===== src/smr_pkg.sv =====
package smr_pkg;

   // Bus and line geometry.
   localparam int SMR_ADDR_W = 32;
   localparam int SMR_DATA_W = 64;
   localparam int SMR_BEATS = 4;
   localparam int SMR_ID_W = 3;
   localparam int SMR_LINE_OFF = 6;
   localparam int SMR_SNOOP_W = 4;

   // Snoop type codes as carried on the snoop address channel.
   localparam logic [SMR_SNOOP_W-1:0] SMR_SN_READ_ONCE = 4'h0;
   localparam logic [SMR_SNOOP_W-1:0] SMR_SN_READ_SHARED = 4'h1;
   localparam logic [SMR_SNOOP_W-1:0] SMR_SN_READ_CLEAN = 4'h2;
   localparam logic [SMR_SNOOP_W-1:0] SMR_SN_READ_NSD = 4'h3;

   // Cache line states.
   typedef enum logic [2:0] {
      SMR_LS_I = 3'h0,
      SMR_LS_UC = 3'h1,
      SMR_LS_UD = 3'h2,
      SMR_LS_SC = 3'h3,
      SMR_LS_SD = 3'h4
   } smr_line_type;

   // Guess of which master stores to the line next.
   typedef enum logic [1:0] {
      SMR_HINT_UNKNOWN = 2'h0,
      SMR_HINT_SNOOPED = 2'h1,
      SMR_HINT_INITIATOR = 2'h2
   } smr_hint_type;

   // Kinds of the master's own write-address transactions.
   typedef enum logic [2:0] {
      SMR_WR_NOSNOOP = 3'h0,
      SMR_WR_BACK = 3'h1,
      SMR_WR_CLEAN = 3'h2,
      SMR_WR_EVICT = 3'h3,
      SMR_WR_EVICT_ONLY = 3'h4,
      SMR_WR_UNIQUE = 3'h5,
      SMR_WR_LINE_UNIQUE = 3'h6,
      SMR_WR_OTHER = 3'h7
   } smr_wkind_type;

   // Snoop response, bit 4 first.
   typedef struct packed {
      logic was_unique;
      logic is_shared;
      logic pass_dirty;
      logic error;
      logic data_xfer;
   } smr_resp_type;

   // Outcome of one snoop: new line state and response.
   typedef struct packed {
      smr_line_type end_state;
      smr_resp_type resp;
   } smr_plan_type;

   // Start of one of the master's own writes.
   typedef struct packed {
      logic valid;
      logic [SMR_ID_W-1:0] id;
      logic [SMR_ADDR_W-1:0] addr;
      smr_wkind_type kind;
   } smr_wreq_type;

   // Main controller states, one-hot.
   typedef enum logic [4:0] {
      SMR_ST_IDLE = 5'h01,
      SMR_ST_LOOKUP = 5'h02,
      SMR_ST_DECIDE = 5'h04,
      SMR_ST_RESP = 5'h08,
      SMR_ST_DATA = 5'h10
   } smr_state_type;

   function automatic logic smr_valid(input smr_line_type s);
      return s != SMR_LS_I;
   endfunction

   function automatic logic smr_dirty(input smr_line_type s);
      return (s == SMR_LS_UD) || (s == SMR_LS_SD);
   endfunction

   function automatic logic smr_unique(input smr_line_type s);
      return (s == SMR_LS_UC) || (s == SMR_LS_UD);
   endfunction

endpackage


===== src/smr_top.sv =====
`timescale 1ns/1ps
module smr_top
   import smr_pkg::*;
#(
   parameter int DATA_W = SMR_DATA_W,
   parameter int BEATS = SMR_BEATS,
   parameter bit WAIT_OWN_WRITES = 1'b0
) (
   // Clock and reset.
   input wire logic clk_sys,
   input wire logic reset,
   // Snoop address channel.
   input wire logic acvalid,
   output logic acready,
   input wire logic [SMR_ADDR_W-1:0] acaddr,
   input wire logic [SMR_SNOOP_W-1:0] acsnoop,
   // Snoop response channel.
   output logic crvalid,
   input wire logic crready,
   output smr_resp_type crresp,
   // Snoop data channel.
   output logic cdvalid,
   input wire logic cdready,
   output logic [DATA_W-1:0] cddata,
   output logic cdlast,
   // Cache tag and data port.
   output logic cache_req,
   output logic [SMR_ADDR_W-1:0] cache_addr,
   input wire logic cache_ack,
   input wire smr_line_type cache_state,
   input wire logic cache_excl,
   input wire logic [DATA_W*BEATS-1:0] cache_line,
   output logic cache_upd,
   output smr_line_type cache_new_state,
   // Store-next guess from the core.
   input wire smr_hint_type store_hint,
   // Own writes started on the write-address channel and finished on the response.
   input wire smr_wreq_type wr_start,
   input wire logic wr_done,
   input wire logic [SMR_ID_W-1:0] wr_done_id,
   // Snoop in progress.
   output logic snoop_busy
);

   localparam int LINE_W = DATA_W * BEATS;
   localparam int BEAT_W = (BEATS > 1) ? $clog2(BEATS) : 1;
   localparam logic [BEAT_W-1:0] LAST_BEAT = BEAT_W'(BEATS - 1);
   localparam logic [BEAT_W-1:0] BEAT_ZERO = '0;
   localparam logic [BEAT_W-1:0] BEAT_ONE = BEAT_W'(1);

   smr_state_type state;
   logic [SMR_SNOOP_W-1:0] snoop_kind;
   smr_line_type init_state;
   logic init_excl;
   logic [LINE_W-1:0] line_buf;
   logic [BEAT_W-1:0] beat;
   logic line_wb_hit;
   logic any_hold;
   smr_plan_type plan;
   logic hold;
   logic wb_start;
   logic wb_seen;

   // Outcome of one snoop from snoop type, line state, exclusivity and hint.
   function automatic smr_plan_type smr_decide(
      input logic [SMR_SNOOP_W-1:0] kind,
      input smr_line_type s,
      input logic excl,
      input smr_hint_type hint
   );
      smr_plan_type p;
      p.end_state = s;
      p.resp = '0;
      p.resp.was_unique = smr_unique(s);
      p.resp.data_xfer = smr_valid(s);
      unique case (kind)
         SMR_SN_READ_ONCE: begin
            // Pass clean and keep the copy, even a Unique one.
            p.resp.is_shared = smr_valid(s);
         end
         SMR_SN_READ_SHARED, SMR_SN_READ_CLEAN, SMR_SN_READ_NSD: begin
            // Clean copies drop to SC; never left Unique.
            if (smr_valid(s)) begin
               p.end_state = smr_dirty(s) ? SMR_LS_SD : SMR_LS_SC;
               p.resp.is_shared = 1'b1;
            end
            // ReadClean keeps dirty here and passes clean.
            if (smr_dirty(s) && kind == SMR_SN_READ_SHARED &&
                  hint != SMR_HINT_SNOOPED) begin
               p.end_state = SMR_LS_SC;
               p.resp.pass_dirty = 1'b1;
            end
            // Invalidate only for a likely initiator store, not in an exclusive run.
            if (smr_dirty(s) && kind == SMR_SN_READ_NSD &&
                  hint == SMR_HINT_INITIATOR && !excl) begin
               p.end_state = SMR_LS_I;
               p.resp.pass_dirty = 1'b1;
               p.resp.is_shared = 1'b0;
            end
         end
         default: begin
            // Other snoop types keep the line; a dirty copy still goes out on the
            // data channel, so no snoop ever needs the write channels.
            p.resp.is_shared = smr_valid(s);
            p.resp.data_xfer = smr_dirty(s);
         end
      endcase
      return p;
   endfunction

   // Writes in flight, looked up by the line under snoop.
   smr_wtrack #(
      .ID_W(SMR_ID_W),
      .LINE_W(SMR_ADDR_W - SMR_LINE_OFF)
   ) u_wtrack (
      .clk_sys(clk_sys),
      .reset(reset),
      .start_valid(wr_start.valid),
      .start_id(wr_start.id),
      .start_line(wr_start.addr[SMR_ADDR_W-1:SMR_LINE_OFF]),
      .start_kind(wr_start.kind),
      .done_valid(wr_done),
      .done_id(wr_done_id),
      .query_line(cache_addr[SMR_ADDR_W-1:SMR_LINE_OFF]),
      .line_wb_hit(line_wb_hit),
      .any_hold(any_hold),
      .unique_busy()
   );

   // A passing-dirty answer waits for this line's memory update; the unique
   // writes never enter the hold, since they may themselves wait on snoops.
   assign plan = smr_decide(snoop_kind, init_state, init_excl, store_hint);
   assign wb_start = wr_start.valid &&
      (wr_start.kind inside {SMR_WR_BACK, SMR_WR_CLEAN, SMR_WR_EVICT});
   assign hold = (plan.resp.pass_dirty && (line_wb_hit || wb_start || wb_seen)) ||
      (WAIT_OWN_WRITES && any_hold);

   // A write-back started in the last two cycles is not yet in the registered
   // tracker answer, so a passing-dirty reply waits for it as well.
   always_ff @(posedge clk_sys or posedge reset) begin
      if (reset) begin
         wb_seen <= 1'b0;
      end else begin
         wb_seen <= wb_start;
      end
   end

   // Snoop sequence. No own read or unique write appears here, so snoops
   // always progress and the master's reads may stall behind them.
   always_ff @(posedge clk_sys or posedge reset) begin
      if (reset) begin
         state <= SMR_ST_IDLE;
         acready <= 1'b0;
         crvalid <= 1'b0;
         crresp <= '0;
         cdvalid <= 1'b0;
         cdlast <= 1'b0;
         beat <= BEAT_ZERO;
         cache_req <= 1'b0;
         cache_upd <= 1'b0;
         cache_new_state <= SMR_LS_I;
         snoop_busy <= 1'b0;
      end else begin
         cache_upd <= 1'b0;
         unique case (state)
            SMR_ST_IDLE: begin
               if (acvalid && acready) begin
                  acready <= 1'b0;
                  cache_req <= 1'b1;
                  snoop_busy <= 1'b1;
                  state <= SMR_ST_LOOKUP;
               end else begin
                  acready <= 1'b1;
               end
            end
            SMR_ST_LOOKUP: begin
               // The tracker answer for this line is ready by the next cycle.
               if (cache_ack) begin
                  cache_req <= 1'b0;
                  state <= SMR_ST_DECIDE;
               end
            end
            SMR_ST_DECIDE: begin
               if (!hold) begin
                  crvalid <= 1'b1;
                  crresp <= plan.resp;
                  cache_upd <= 1'b1;
                  cache_new_state <= plan.end_state;
                  state <= SMR_ST_RESP;
               end
            end
            SMR_ST_RESP: begin
               if (crready) begin
                  crvalid <= 1'b0;
                  if (crresp.data_xfer) begin
                     // Data follows only when bit 0 said so.
                     cdvalid <= 1'b1;
                     cdlast <= (LAST_BEAT == BEAT_ZERO);
                     beat <= BEAT_ZERO;
                     state <= SMR_ST_DATA;
                  end else begin
                     snoop_busy <= 1'b0;
                     state <= SMR_ST_IDLE;
                  end
               end
            end
            SMR_ST_DATA: begin
               if (cdready) begin
                  if (cdlast) begin
                     cdvalid <= 1'b0;
                     cdlast <= 1'b0;
                     snoop_busy <= 1'b0;
                     state <= SMR_ST_IDLE;
                  end else begin
                     beat <= beat + BEAT_ONE;
                     cdlast <= (beat + BEAT_ONE == LAST_BEAT);
                  end
               end
            end
         endcase
      end
   end

   // Snoop capture and line data; the whole line is held so that the
   // data channel never has to wait on the cache arrays.
   always_ff @(posedge clk_sys or posedge reset) begin
      if (reset) begin
         snoop_kind <= '0;
         cache_addr <= '0;
         init_state <= SMR_LS_I;
         init_excl <= 1'b0;
         line_buf <= '0;
         cddata <= '0;
      end else begin
         if (state == SMR_ST_IDLE && acvalid && acready) begin
            snoop_kind <= acsnoop;
            cache_addr <= acaddr;
         end
         if (state == SMR_ST_LOOKUP && cache_ack) begin
            init_state <= cache_state;
            init_excl <= cache_excl;
            line_buf <= cache_line;
         end
         if (state == SMR_ST_RESP && crready) begin
            cddata <= line_buf[DATA_W-1:0];
         end else if (state == SMR_ST_DATA && cdready && !cdlast) begin
            cddata <= line_buf[(beat + BEAT_ONE) * DATA_W +: DATA_W];
         end
      end
   end

endmodule


===== src/smr_wtrack.sv =====
`timescale 1ns/1ps
module smr_wtrack
   import smr_pkg::*;
#(
   parameter int ID_W = SMR_ID_W,
   parameter int LINE_W = SMR_ADDR_W - SMR_LINE_OFF
) (
   // Clock and reset.
   input wire logic clk_sys,
   input wire logic reset,
   // Own write started and finished.
   input wire logic start_valid,
   input wire logic [ID_W-1:0] start_id,
   input wire logic [LINE_W-1:0] start_line,
   input wire smr_wkind_type start_kind,
   input wire logic done_valid,
   input wire logic [ID_W-1:0] done_id,
   // Line under snoop and registered answers.
   input wire logic [LINE_W-1:0] query_line,
   output logic line_wb_hit,
   output logic any_hold,
   output logic unique_busy
);

   localparam int DEPTH = 1 << ID_W;

   logic [DEPTH-1:0] busy;
   logic [LINE_W-1:0] line_mem [DEPTH];
   smr_wkind_type kind_mem [DEPTH];
   logic next_hit;
   logic next_hold;
   logic next_unique;

   // One entry per write ID; a start in the same cycle as a done wins.
   always_ff @(posedge clk_sys or posedge reset) begin
      if (reset) begin
         busy <= '0;
      end else begin
         for (int i = 0; i < DEPTH; i++) begin
            if (start_valid && start_id == ID_W'(i)) begin
               busy[i] <= 1'b1;
            end else if (done_valid && done_id == ID_W'(i)) begin
               busy[i] <= 1'b0;
            end
         end
      end
   end

   // Address and kind need no reset; busy qualifies them.
   always_ff @(posedge clk_sys) begin
      if (start_valid) begin
         line_mem[start_id] <= start_line;
         kind_mem[start_id] <= start_kind;
      end
   end

   // Compare every live write-back, clean or evict entry against the snooped line.
   always_comb begin
      next_hit = 1'b0;
      next_hold = 1'b0;
      next_unique = 1'b0;
      for (int i = 0; i < DEPTH; i++) begin
         if (busy[i]) begin
            unique case (kind_mem[i])
               SMR_WR_BACK, SMR_WR_CLEAN, SMR_WR_EVICT: begin
                  next_hold = 1'b1;
                  if (line_mem[i] == query_line) begin
                     next_hit = 1'b1;
                  end
               end
               SMR_WR_NOSNOOP, SMR_WR_EVICT_ONLY: begin
                  next_hold = 1'b1;
               end
               SMR_WR_UNIQUE, SMR_WR_LINE_UNIQUE: begin
                  next_unique = 1'b1;
               end
               SMR_WR_OTHER: begin
               end
            endcase
         end
      end
   end

   // Answers come from registers, one cycle after the query settles.
   always_ff @(posedge clk_sys or posedge reset) begin
      if (reset) begin
         line_wb_hit <= 1'b0;
         any_hold <= 1'b0;
         unique_busy <= 1'b0;
      end else begin
         line_wb_hit <= next_hit;
         any_hold <= next_hold;
         unique_busy <= next_unique;
      end
   end

endmodule

===== config.mk =====
export PLATFORM = sky130hd
export DESIGN_NAME = smr_top
export DESIGN_NICKNAME = d
export VERILOG_FILES = /design/src/smr_pkg.sv /design/src/smr_top.sv /design/src/smr_wtrack.sv
export SDC_FILE = /design/constraint.sdc
export NUM_CORES = 1
export LEC_CHECK = 0
export BUFFER_PORTS_ARGS = -buffer_cell sky130_fd_sc_hd__buf_4
export CAP_MARGIN = 20
export CORE_AREA = 3 3 300 154
export DETAILED_ROUTE_END_ITERATION = 6
export DIE_AREA = 0 0 303 157
export PLACE_DENSITY = 0.95
export SLEW_MARGIN = 0
export SYNTH_ARGS = -nofsm -noshare
export SYNTH_HDL_FRONTEND = slang
export SYNTH_SLANG_ARGS = --single-unit

===== constraint.sdc =====
create_clock -name clk_sys -period 29 [get_ports clk_sys]
set_clock_uncertainty 0.1 [all_clocks]
set_input_delay 1.45 -clock clk_sys [delete_from_list [all_inputs] [get_ports clk_sys]]
set_output_delay 1.45 -clock clk_sys [all_outputs]
set_load 0.02 [all_outputs]

# == Word-level counts from Yosys, hierarchy flattened ==
# Memory sizes are Yosys's and may differ from the RTL's.
# Index checks and enable logic that the tools add are counted.
# word_totals
elab_cells,270
out_inout_bits,111
mem_bits_rw,232
mem_count,2
register_bits,391
input_bits,347
# classes
n_addsub,2
n_eq_ne,72
reduce_logical,72
bitwise_logic,1
mux,90
shifts,1
# memory_table
name,depth,width,rd,rd_ports_with_merged_regs,write_ports,line,rtl
u_wtrack.line_mem,8,26,8,0,1,smr_wtrack.sv:28,logic [LINE_W-1:0] line_mem [DEPTH];
u_wtrack.kind_mem,8,3,8,0,1,smr_wtrack.sv:29,smr_wkind_type kind_mem [DEPTH];
# ops
operator,count
$shiftx A256 B10 Y64,1
$eq A26 B26 Y1,8
$mux W64,2
$eq A3 B2 Y1 const B,23
$mux W1,64
$eq A3 B1 Y1 const B,12
$mux W5,7
$logic_and A1 B1 Y1,30
$eq A3 B3 Y1 const B,9
$reduce_or A3 Y1,9
$pmux W5 S5,1
$reduce_bool A2 Y1,12
$ne A2 B2 Y1 const B,9
$mux W3,5
$reduce_and A6 Y1,2
$mux W2,5
$reduce_and A5 Y1,2
$reduce_bool A3 Y1,3
$eq A4 B2 Y1 const B,2
$pmux W1 S2,4
$logic_not A3 Y1,2
$reduce_and A3 Y1,2
$eq A5 B1 Y1 const B,1
$eq A5 B2 Y1 const B,1
other kinds (17),22

# == Depth between registers and ports, before layout ==
# An unclocked memory read counts as a cell.
# depth
depth_word,26
ltp_mapped,8
ltp_nobuf,5

# == Modules after synthesis ==
# From an unflattened synthesis, not the netlist that was laid out.
# unflattened
cells_unflattened,1883
hier_area_um2,26823.2
# by_module_without_submodules
mod,area_per_inst_um2,instances,cells_per_inst,seq_area_each_um2
smr_top,16522.1,1,1251,9560.4
smr_wtrack,10301.1,1,632,7241.9

# == Worst setup path before layout ==
# No wires, ideal clock.
# synth_path
path_kind,in2reg
from,in wr_start[37] in the netlist's numbering
to,"mem u_wtrack.kind_mem[0][0] in the netlist's numbering, enable pin"
n_path_buf,0
slack_ns,24.748
path_stages,2
required_time_ns,28.447
t_arrival_ns,3.699
setup_time_ns,0.453
path_cell_list,nand2b_1 -> nor3_1
# synth_lines
item,line,rtl
"start, declared",smr_top.sv:38,"input wire smr_wreq_type wr_start,"
"end, declared",smr_wtrack.sv:29,
# No word-level cell before the write port.

# == Final worst setup path ==
# layout_path
from,in cache_ack
to,reg line_buf[122]
# layout_via
elab_chain_len,1
# layout_rtl
item,line,rtl
"start, declared",smr_top.sv:29,"input wire logic cache_ack,"
$logic_and A1 B1 Y1,smr_top.sv:239,if (state == SMR_ST_LOOKUP && cache_ack) begin
"end signal, assigned",smr_top.sv:242,line_buf <= cache_line;
"end, declared",smr_top.sv:55,logic [LINE_W-1:0] line_buf;
# Every way passes these cells.
# A chain may end at the register's enable or synchronous reset.

==> summary.md <==
| Metric | Value |
|---|---|
| Final hold vios | 0 |
| Synth Flop Type | dfrtp_1 |
| Area of the mapped netlist | approximately 26000 um2 |
| Sequential area share after synthesis | 0.638 |
| Root buf cell | clkbuf_16 |
| CP max-delay cell | buf_4 |
| CP max stage delay | 0.93 ns |
| First-pass GRT wire length | 103 mm |
| Ratio of cells with drive above 1 in the final layout | 0.370 |
| Worst skew pair latency | slightly below 0.6 ns |
| Hold-fix buffers at CTS | 0 |
| Period utilization | 0.124 |
| Port Buffer Count | 450 |
| Placed Cells | 2794 |
| Fill cells | 2680 |
| Number of global-route vias before repair | roughly 18000 |
| Clock Path Buffers | 3 |
| Synth Register Bits | 623 |
| Yosys top cell area share | 0.372 |
| CP top delay family | buffers and inverters |
| Initial antenna violation count | 4 |
| Reg-to-reg startpoint | state[0] |
| Non-Filler Instances | 2897 |
| Die width | 303 um |
| Mean Syn Cell Area | 14.2 um2 |
| Critical path data required time | 29.36 ns |
| Residual DRC | 0 |
| IO Count | 458 |
| Number of vias per cell | a little under 6 |
| Pre-antenna DRT Iters | 5 |
| 1st-iter DRT viols | 1519 |
| Worst Setup EP | line_buf[122] |
| Final wirelength | 68.8 mm |
| Total Neg Setup Slack | 0 ns |
| Slew of the pin with the lowest slew margin | 1.06 ns |
| Maximum vdd drop | approximately 0.049 mV |
| Worst r2r dst | line_buf[122] |
| Area leader, netlist | dfrtp_1 |
| Yosys warns | 0 |
| Hpwl dp | 45.4 mm |
| Num rows | between 50 and 60 |
| Maximum number of pins on one net before global-route repair | 178 |
| Power Density | ~90 nW/um2 |
| Post-synth EDFFs | 232 |
| Gr usage total | 0.284 |
| Minimum clock period | 3.60 ns |
| Crit path from | cache_ack |
| Core Box Area | between 40000 and 50000 um2 |
| Final ANT Viol Nets | 0 |
| CTS Buf Count | between 50 and 60 |
| Crit path top cell by count | buf_4 |
| Crit path DAT | 3.97 ns |
| Crit-path max FO | 84 |
| RSZ-0062 raised after global routing | false |
| Unique cell type count in the Yosys netlist | 53 |
| Startpoint Class | input port |
| Clk slew on worst S/H paths | 0.07 ns |
| # nets final | 2609 |
| Hold crit path type | register to register |
| Die H | ~160 um |
| Stages on worst setup path | 5 |
| Mapped Cells | about 1800 |
| Register area | 16800 um2 |
| Initial Util | 0.602 |
| Crit end category | register |
| Worst Path Buf+Inv | 3 |
| Vias after detailed routing | between 15000 and 20000 |
| Ranking of synthesized cells by area | dfrtp_1 37%, edfxtp_1 27%, mux2_2 11% |
| Final setup violation count | 0 |
| Area growth syn-to-layout | 21.2% |
| Max Cap Viol | 0 |
| Commonest non-fill, non-tap cell in the layout | buf_4 |
| GP Congestion | between 0.9 and 1 |
| Post-synth ARST share | 0.628 |
| CTS resizes | 0 |
| Slew Viols, Final | 0 |
| WL/cell | 23.8 um |
| CTS tree | built |
| CP Cell Sequence | buf_4 > nand4b_1 > buf_4 > buf_4 > mux2_2 |
| GRT overflow | 0 |
| H-tree depth | 2 |
| Postcts setup bufs | 0 |
| Slew HR | 0.296 |
| Mapped Nets | between 2000 and 2500 |
| Leak | roughly 0.014 uW |
| Most frequent cells in the layout | 471 x buf_4, 388 x dfrtp_1, 264 x mux2_2, 232 x edfxtp_1, 209 x xor2_1 |
| Worst r2r path cells | 5 |
| Achievable clock frequency | 0.278 GHz |
| Area of the multi-input gates | slightly below 9000 um2 |
| Die Area | 47600 um2 |
| Crit Path Class | input port to register |
| TritonCTS Sinks | between 600 and 700 |
| Status | finished, final reports clean |
| Reg2Reg Setup Slack | about 26 ns |
how the worst min path moves through the flow:
stage / startpoint / to / slack (ns) / cells after the start
finish: line_buf[21] / cddata[21] / 0.38 / 2
global route: line_buf[24] / cddata[24] / 0.39 / 2
CTS: line_buf[21] / cddata[21] / 0.38 / 2
detailed placement: cache_req / cache_req / 0.37 / 2
global placement: line_buf[46] / cddata[46] / 0.35 / 2
floorplan: line_buf[10] / cddata[10] / 0.34 / 2
state kept, by name, summed over array words and instances, names as in the netlist, 2 cells and up:
signal / flops
cache_addr: 32
line_buf: 256
u_wtrack.busy: 8
state: 5
crresp: 4
cache_new_state: 3
beat: 2
init_state: 3
cddata: 64
snoop_kind: 4
u_wtrack.kind_mem: 24
u_wtrack.line_mem: 208
area by class of cell:
type,instances,area share
Sequential cell,623,0.527
Inverter,5,0.000826
Clock buffer,64,0.0458
Clock inverter,35,0.0142
Timing Repair Buffer,472,0.112
Antenna cell,4,0.000315
Tap cell,588,0.0231
Multi-Input combinational cell,1106,0.277
metrics by stage:
stage | hold slack [ns] | util | power (uW) | cell area (um2) | worst slack (ns)
2_1_floorplan | 0.344 | - | 1810 | 26300 | 16.58
3_3_place_gp | 0.353 | 0.686 | 1980 | 29900 | 24.84
3_5_place_dp | 0.370 | 0.686 | 2040 | 29900 | 24.84
4_1_cts | 0.380 | 0.730 | 2820 | 31800 | 25.47
5_1_grt | 0.393 | 0.730 | 2940 | 31800 | 25.29
6_report | 0.377 | 0.730 | 2810 | 31800 | 25.40
power breakdown:
| part | total (uW) | internal, uW | switching, uW |
|---|---|---|---|
| combinational | 717 | 388 | 330 |
| sequential | 1320 | 1160 | 156 |
| clock | 779 | 442 | 336 |
| total | 2810 | 1990 | 822 |
synthesized netlist by cell type, drive strengths merged (5+ instances only):
master	number
nand2b	10
nor4	40
edfxtp	232
nand4	17
dfrtp	390
a2bb2oi	65
nor2	103
nor4b	9
o22ai	6
mux2	299
nand3	5
a21oi	67
xor2	209
mux2i	64
clkbuf	18
o21ai	84
buf	97
nand2	82
nor3	13
inv	5
worst min-delay path, cell delays in order (launching register included):
cell and delay, ns:
dfrtp_1 0.34, nand2_1 0.05, o21ai_0 0.06
logic make-up after synthesis:
family / synth area share
multiplexers: 0.153
buffers and inverters: 0.0274
other: 0.000143
AO/OA/AOI/OAI: 0.0565
adder cells (fa/ha/maj): 0.000477
AND/OR/NAND/NOR: 0.0541
XOR/XNOR: 0.0704
flip-flops: 0.638
per-layer routing:
| metal | GRT usage | wire length, um | vias to the layer above | part of all wire |
|---|---|---|---|---|
| met5 | 0 | 0 | - | 0 |
| met4 | 0.167 | 4520 | 0 | 0.066 |
| met3 | 0.0412 | 4140 | 261 | 0.060 |
| met2 | 0.497 | 35500 | 792 | 0.52 |
| met1 | 0.339 | 24700 | 8586 | 0.36 |
| li1 | - | - | 7457 | - |
Power figures use the tool's default switching activity.
